<file path="config.mk">
export PLATFORM = sky130hd
export DESIGN_NAME = dpbw_burst_writer
export DESIGN_NICKNAME = d
export VERILOG_FILES = /design/src/verilog/dpbw_pkg.sv /design/src/verilog/dpbw_burst_writer.sv
export SDC_FILE = /design/constraint.sdc
export NUM_CORES = 1
export LEC_CHECK = 0
export ABC_CLOCK_PERIOD_IN_PS = 1830
export BUFFER_PORTS_ARGS = -buffer_cell sky130_fd_sc_hd__buf_2
export CAP_MARGIN = 20
export CORE_UTILIZATION = 25
export CTS_CLUSTER_DIAMETER = 60
export DETAILED_ROUTE_END_ITERATION = 7
export PLACE_DENSITY_LB_ADDON = 0.25
export SLEW_MARGIN = 20
export SYNTH_ARGS = -nofsm -noshare
export SYNTH_HDL_FRONTEND = slang
export SYNTH_SLANG_ARGS = --single-unit
</file>
<file path="constraint.sdc">
create_clock -name clock -period 1.83 [get_ports clock]
set_input_delay 0.549 -clock clock [delete_from_list [all_inputs] [get_ports clock]]
set_output_delay 0.549 -clock clock [all_outputs]
set_load 0.005 [all_outputs]
</file>
<file path="src/verilog/dpbw_pkg.sv">
package dpbw_pkg;

  // ----------------------------------------
  // Sequencer timing, in clocks
  // ----------------------------------------
  localparam int CNT_W = 3;
  // First byte: data with select, strobe three clocks later
  localparam logic [CNT_W-1:0] SETUP_FIRST_LOAD = 3'h2;
  // Later bytes: strobe one clock after new data
  localparam logic [CNT_W-1:0] SETUP_NEXT_LOAD = 3'h0;
  // Strobe held low for five clocks
  localparam logic [CNT_W-1:0] STROBE_LOAD = 3'h4;
  // Two clocks from strobe negation to next byte
  localparam logic [CNT_W-1:0] RECOVER_LOAD = 3'h1;
  // Select held high two clocks before idle
  localparam logic [CNT_W-1:0] GAP_LOAD = 3'h1;
  localparam logic [CNT_W-1:0] CNT_ZERO = 3'h0;
  localparam logic [CNT_W-1:0] CNT_ONE = 3'h1;

  // ----------------------------------------
  // Pin widths and rest values
  // ----------------------------------------
  localparam int ADDR_W = 4;
  localparam int BYTE_W = 8;
  localparam logic [ADDR_W-1:0] ADDR_REST = 4'h0;
  localparam logic [BYTE_W-1:0] BYTE_REST = 8'h00;

  // ----------------------------------------
  // Sequencer states
  // ----------------------------------------
  typedef enum logic [4:0] {
    ST_IDLE    = 5'h01,
    ST_SETUP   = 5'h02,
    ST_STROBE  = 5'h04,
    ST_RECOVER = 5'h08,
    ST_GAP     = 5'h10
  } dpbw_state_t;

  // Drive toward the decoder link
  typedef struct packed {
    logic [ADDR_W-1:0] decoderRegAddress;
    logic addrOe;
    logic [BYTE_W-1:0] decoderByteBus;
    logic byteBusOe;
    logic portSelectN;
    logic byteWriteStrobeN;
  } dpbw_link_t;

  // Whole sequencer state
  typedef struct packed {
    dpbw_state_t state;
    logic [CNT_W-1:0] cnt;
    logic moreBytes;
    dpbw_link_t link;
    logic fifoPop;
    logic busBusy;
    logic reqS1;
    logic reqS2;
    logic ackS1;
    logic ackS2;
  } dpbw_st_t;

endpackage : dpbw_pkg

</file>
<file path="src/verilog/dpbw_burst_writer.sv">
module dpbw_burst_writer (
  // Clock and reset
  input wire logic clock,
  input wire logic rst,
  // Configuration
  input wire logic requestPinMode,
  input wire logic readyCheckEn,
  input wire logic transferPauseBit,
  input wire logic [dpbw_pkg::ADDR_W-1:0] fifoRegAddr,
  // Host access sequencer
  input wire logic hostPending,
  input wire logic hostCycleActive,
  output logic busBusy,
  // Port FIFO, show-ahead
  input wire logic fifoValid,
  input wire logic [dpbw_pkg::BYTE_W-1:0] fifoByte,
  output logic fifoPop,
  // Decoder link pins
  input wire logic sharedPinIn,
  input wire logic targetAckIn,
  output logic [dpbw_pkg::ADDR_W-1:0] decoderRegAddress,
  output logic addrOe,
  output logic [dpbw_pkg::BYTE_W-1:0] decoderByteBus,
  output logic byteBusOe,
  output logic portSelectN,
  output logic byteWriteStrobeN
);

  // ----------------------------------------
  // State and reset value
  // ----------------------------------------
  localparam dpbw_pkg::dpbw_st_t ST_RST = '{
    state: dpbw_pkg::ST_IDLE,
    cnt: dpbw_pkg::CNT_ZERO,
    moreBytes: 1'b0,
    link: '{
      decoderRegAddress: dpbw_pkg::ADDR_REST,
      addrOe: 1'b0,
      decoderByteBus: dpbw_pkg::BYTE_REST,
      byteBusOe: 1'b0,
      portSelectN: 1'b1,
      byteWriteStrobeN: 1'b1
    },
    fifoPop: 1'b0,
    busBusy: 1'b0,
    reqS1: 1'b0,
    reqS2: 1'b0,
    ackS1: 1'b0,
    ackS2: 1'b0
  };

  dpbw_pkg::dpbw_st_t st_q;
  dpbw_pkg::dpbw_st_t st_d;
  logic reqSync;
  logic goOn;

  // Request only counts when the shared pin is in request mode
  assign reqSync = st_q.reqS2 & requestPinMode;
  // Continue test shared by start and per-byte check
  assign goOn = reqSync & ~transferPauseBit & ~hostPending
              & fifoValid;

  // ----------------------------------------
  // Next state
  // ----------------------------------------
  always_comb
  begin
    st_d = st_q;
    st_d.fifoPop = 1'b0;
    // Two flops per asynchronous input
    st_d.reqS1 = sharedPinIn;
    st_d.reqS2 = st_q.reqS1;
    st_d.ackS1 = targetAckIn;
    st_d.ackS2 = st_q.ackS1;
    case (st_q.state)
      dpbw_pkg::ST_IDLE:
      begin
        // Bus idle: no host cycle owns it
        if (!hostCycleActive && goOn)
        begin
          st_d.state = dpbw_pkg::ST_SETUP;
          st_d.cnt = dpbw_pkg::SETUP_FIRST_LOAD;
          st_d.link.decoderRegAddress = fifoRegAddr;
          st_d.link.addrOe = 1'b1;
          st_d.link.portSelectN = 1'b0;
          st_d.link.decoderByteBus = fifoByte;
          st_d.link.byteBusOe = 1'b1;
          st_d.fifoPop = 1'b1;
        end
      end
      dpbw_pkg::ST_SETUP:
      begin
        if (st_q.cnt != dpbw_pkg::CNT_ZERO)
        begin
          st_d.cnt = st_q.cnt - dpbw_pkg::CNT_ONE;
        end
        else
        begin
          st_d.state = dpbw_pkg::ST_STROBE;
          st_d.cnt = dpbw_pkg::STROBE_LOAD;
          st_d.link.byteWriteStrobeN = 1'b0;
        end
      end
      dpbw_pkg::ST_STROBE:
      begin
        if (st_q.cnt != dpbw_pkg::CNT_ZERO)
        begin
          st_d.cnt = st_q.cnt - dpbw_pkg::CNT_ONE;
        end
        // Wait states while ready is low in the variant
        else if (!readyCheckEn || st_q.ackS2)
        begin
          st_d.state = dpbw_pkg::ST_RECOVER;
          st_d.cnt = dpbw_pkg::RECOVER_LOAD;
          st_d.link.byteWriteStrobeN = 1'b1;
          st_d.moreBytes = goOn;
        end
      end
      dpbw_pkg::ST_RECOVER:
      begin
        if (st_q.cnt != dpbw_pkg::CNT_ZERO)
        begin
          st_d.cnt = st_q.cnt - dpbw_pkg::CNT_ONE;
        end
        else if (st_q.moreBytes)
        begin
          // Next byte, same address and select
          st_d.state = dpbw_pkg::ST_SETUP;
          st_d.cnt = dpbw_pkg::SETUP_NEXT_LOAD;
          st_d.link.decoderByteBus = fifoByte;
          st_d.fifoPop = 1'b1;
          st_d.moreBytes = 1'b0;
        end
        else
        begin
          // Release the link; host access may follow
          st_d.state = dpbw_pkg::ST_GAP;
          st_d.cnt = dpbw_pkg::GAP_LOAD;
          st_d.link.addrOe = 1'b0;
          st_d.link.decoderRegAddress = dpbw_pkg::ADDR_REST;
          st_d.link.byteBusOe = 1'b0;
          st_d.link.portSelectN = 1'b1;
        end
      end
      dpbw_pkg::ST_GAP:
      begin
        if (st_q.cnt != dpbw_pkg::CNT_ZERO)
        begin
          st_d.cnt = st_q.cnt - dpbw_pkg::CNT_ONE;
        end
        else
        begin
          st_d.state = dpbw_pkg::ST_IDLE;
        end
      end
      default:
      begin
        st_d = ST_RST;
      end
    endcase
    st_d.busBusy = (st_d.state != dpbw_pkg::ST_IDLE);
  end

  // ----------------------------------------
  // State register
  // ----------------------------------------
  always_ff @(posedge clock)
  begin
    if (rst)
    begin
      st_q <= ST_RST;
    end
    else
    begin
      st_q <= st_d;
    end
  end

  // Outputs straight from the state register
  assign decoderRegAddress = st_q.link.decoderRegAddress;
  assign addrOe = st_q.link.addrOe;
  assign decoderByteBus = st_q.link.decoderByteBus;
  assign byteBusOe = st_q.link.byteBusOe;
  assign portSelectN = st_q.link.portSelectN;
  assign byteWriteStrobeN = st_q.link.byteWriteStrobeN;
  assign fifoPop = st_q.fifoPop;
  assign busBusy = st_q.busBusy;

  // ----------------------------------------
  // Checks
  // ----------------------------------------
  a_reset_idle: assert property (@(posedge clock)
    rst |=> portSelectN && byteWriteStrobeN && !byteBusOe)
    else $error("port not idle after reset");
  a_sync_delay: assert property (@(posedge clock) disable iff (rst)
    !$past(rst, 2) |-> st_q.reqS2 == $past(sharedPinIn, 2))
    else $error("request sync delay wrong");
  a_start_cond: assert property (@(posedge clock) disable iff (rst)
    $fell(portSelectN) |-> $past(reqSync && !transferPauseBit
      && !hostPending && !hostCycleActive))
    else $error("burst started without conditions");
  a_first_data: assert property (@(posedge clock) disable iff (rst)
    $fell(portSelectN) |-> byteBusOe && addrOe ##3 !byteWriteStrobeN)
    else $error("first byte timing wrong");
  a_strobe_basic: assert property (@(posedge clock) disable iff (rst)
    $fell(byteWriteStrobeN) && !readyCheckEn |->
      !byteWriteStrobeN[*5] ##1 byteWriteStrobeN)
    else $error("strobe width not five clocks");
  a_strobe_ready: assert property (@(posedge clock) disable iff (rst)
    $rose(byteWriteStrobeN) |-> !$past(readyCheckEn) || $past(st_q.ackS2))
    else $error("strobe negated without ready");
  a_next_byte: assert property (@(posedge clock) disable iff (rst)
    $rose(byteWriteStrobeN) && $past(goOn) |->
      ##2 fifoPop && !portSelectN ##1 !byteWriteStrobeN)
    else $error("next byte timing wrong");
  a_pause_stop: assert property (@(posedge clock) disable iff (rst)
    $rose(byteWriteStrobeN) && $past(transferPauseBit || hostPending) |->
      !portSelectN ##2 portSelectN && !byteBusOe)
    else $error("burst did not stop on pause");
  a_sel_gap: assert property (@(posedge clock) disable iff (rst)
    $rose(portSelectN) |-> portSelectN[*2] ##1 !busBusy)
    else $error("select gap before idle wrong");
  a_addr_stable: assert property (@(posedge clock) disable iff (rst)
    !portSelectN && $past(!portSelectN) |-> $stable(decoderRegAddress))
    else $error("address changed inside burst");
  a_no_empty: assert property (@(posedge clock) disable iff (rst)
    fifoPop |-> $past(fifoValid))
    else $error("byte taken from empty fifo");

endmodule : dpbw_burst_writer

</file>
==> out/results.txt <==
status: finished with violations
failing checks: DRC
DP Area: 2100 µm²
Port Buffers: 39
first-pass GRT wire length: 7.32 mm
Total Routed Length: 4.37 mm
fill count: 697
Bufs on Longest Clock Path: 2
layout cells sized above 1: 0.441
post-layout util: 0.349
Avg Vias per Cell: 4.69
area delta synth->final: 32.1%
count of cell types in the netlist: 50
Post-synth EDFFs: 0
final setup vio count: 0
worst path required time: 2.05 ns
hold violation total from the final report: 0
post-route ant nets: 0
clock sink total: 30
Tot GR Track Use: 0.131
DRC viols: 6
Leak: 0.998 nW
Die Width: 84.9 µm
yosys warns: 0
Max VDD drop: 0.219 mV
# rows: 29
switching portion of total power: 0.239
clk slew on worst S/H paths: 0.07 ns
gr ovfl total: 0
Placer Congestion: 0.822
initial antenna violation count: 0
via count: 1553
Comb pwr share: 0.063
CTS tree: done
worst-margin pin slew: 0.326 ns
Rel. slew slack: 0.782
vias in the first global route: 1514
Hold WS: 0.432 ns
Routed WL per cell: 13.2 µm
fraction of registers with async set/reset: 0
Die Span Y: 84.9 µm
Main synth FF type: dfxtp_1
H-tree Lvls: 2
Tmin final: 1.83 ns
hold crit path type: reg -> reg
Seq. cell area: 608 µm²
Arr. time, crit path: 2.05 ns
detailed placement HPWL: 3.30 mm
final setup skew: 0.00557 ns
Root Buffer: clkbuf_8
final setup margin: 0.00187 ns
clk_lat worst skew: 0.29 ns
Tcrit/Tclk final: 0.999
syn_nets: 221
Initial Util: 0.264
max-slew violations: 0
Layout Nets: 277
clock power share: 0.436
crit end category: flop
initial DRC count: 105
area of the multi-input gates: 1010 µm²
Synth Cell Area: 1720 µm²
largest net degree at the start of global routing: 18
post-synthesis sequential area ratio: 0.350
crit path launch type: flop
pre-CTS worst setup slack: -0.227 ns
syn avg cell area: 8.72 µm²
Setup CP Type: reg -> reg
#FFs+latches synth: 30
IO Pins: 40
cts-stage hold buffer count: 0
Core Footprint: 6490 µm²
RSZ-0062 raised after global routing: true
cts bufs inserted: 5
max_cap viols: 0
power per cell area: 583 nW/µm²
fmax: 547 MHz
Synth Instances: 197
Seq pwr share: 0.501
Pint: 0.00101 W
die area: 7210 µm²
Sw Pwr: 0.000316 W
drt pass-1 iters: 7
cell area after layout: 2270 µm²
worst-path maximum fanout: 6
# diodes: 0
-- state kept, by name (all words and copies together), names as in the netlist --
| register | flops |
|---|---|
| portSelectN | 1 |
| st_q | 13 |
| byteWriteStrobeN | 1 |
| decoderByteBus | 8 |
| decoderRegAddress | 4 |
| busBusy | 1 |
| addrOe | 1 |
| fifoPop | 1 |
-- layout by cell type, fill, tap and decap left out, types with 2 or more instances in the layout --
cell type / count
nor3_1: 3
clkbuf_8: 6
or3_1: 2
o21ai_0: 6
nor2_2: 2
buf_4: 32
dfxtp_2: 6
a31oi_1: 2
nand2_1: 14
inv_2: 3
and2_1: 4
a22oi_2: 2
dfxtp_1: 24
nand2b_1: 18
a21oi_1: 8
or4_4: 2
nor2b_1: 5
a31o_1: 2
mux2i_1: 12
nand3_1: 6
nand3b_1: 4
o21ai_1: 2
a21o_1: 2
nor3b_1: 2
buf_2: 39
or4_1: 3
nor2_1: 11
-- cell usage after synthesis (2+ instances only) --
cell type / n / area share
a21oi_1: 8 / 0.023
or3_1: 2 / 0.0073
ha_1: 2 / 0.015
a31oi_1: 2 / 0.0073
o311a_1: 2 / 0.012
or4_1: 4 / 0.017
and2_1: 5 / 0.018
clkbuf_1: 5 / 0.011
dfxtp_1: 30 / 0.35
a21o_1: 2 / 0.0087
a31o_1: 2 / 0.010
nor2b_1: 6 / 0.022
a22oi_1: 3 / 0.013
buf_4: 14 / 0.061
nand3b_1: 4 / 0.017
nor2_1: 12 / 0.026
nand2b_1: 18 / 0.066
mux2i_1: 12 / 0.070
nand3_1: 6 / 0.017
o21ai_0: 7 / 0.020
nor3_1: 3 / 0.0087
nand2_1: 15 / 0.033
inv_1: 3 / 0.0066
buf_6: 3 / 0.020
nor3b_1: 2 / 0.0087
-- path summary, 6_finish.rpt --
| check | start | end | slack, ns | cells after the start |
|---|---|---|---|---|
| max | st_q[26]$_SDFF_PP1_ | st_q[23]$_SDFFE_PP0P_ | 0.002 | 5 |
| min reg2reg | st_q[3]$_SDFF_PP0_ | st_q[2]$_SDFF_PP0_ | 0.43 | 1 |
| max reg2reg | st_q[26]$_SDFF_PP1_ | st_q[23]$_SDFFE_PP0P_ | 0.002 | 5 |
| min | st_q[3]$_SDFF_PP0_ | st_q[2]$_SDFF_PP0_ | 0.43 | 1 |
-- stage by stage --
stage	instances	power [W]	setup TNS, ns
after floorplan	197	0.000720	-0.138
after global placement	320	0.000760	-2.49
after detailed placement	320	0.000761	-2.78
after CTS	328	0.00134	0
after global routing	331	0.00138	-0.0375
final	331	0.00132	0
-- final cells by class --
cell class                 instances  area share
clock buffer                       6      0.0364
timing repair buffer              72       0.197
tap                               77      0.0424
multi-input combinational        140       0.444
sequential                        30       0.268
inverter                           4     0.00662
clock inverter                     2     0.00551
-- power by group through the flow --
| stage | sequential, W | clock [W] | combinational (W) |
|---|---|---|---|
| global placement | 0.000677 | 0 | 0.0000832 |
| global route | 0.000663 | 0.000624 | 0.0000928 |
| finish | 0.000662 | 0.000577 | 0.0000831 |
| CTS | 0.000662 | 0.000594 | 0.0000844 |
| floorplan | 0.000677 | 0 | 0.0000429 |
| detailed placement | 0.000677 | 0 | 0.0000840 |
-- worst max-delay path: stages (launching register included) --
cell     delay, ns
dfxtp_1       0.40
or2_4         0.30
or4_4         0.53
a21o_1        0.21
a31o_1        0.22
a21oi_1       0.10
-- metal layers --
layer,vias up,track usage,wire length (µm)
met5,-,0,0
met4,0,0.0647,89
met3,8,0.0302,239
met2,49,0.208,1950
met1,711,0.169,2100
li1,785,-,-
-- cells by family (layout without fill, tap and decap cells) --
kind of cell               Yosys count  count (layout)  share of synthesized area
AOI/OAI and AO/OA                   39              39                      0.162
xor gates and xnor gates             1               1                    0.00510
adders and majority gates            2               2                     0.0146
buffers and inverters               27              84                      0.103
DFF                                 30              30                      0.350
muxes                               12              12                     0.0699
and+or+nand+nor                     86              86                      0.296
-- timing repair --
item	CTS	global route
endpoints found under the hold margin	0	0
buffers inserted	0	3
pin swaps	1	4
gates resized for setup	3	13
endpoints found under the setup margin	6	17
Power figures use the tool's default switching activity.
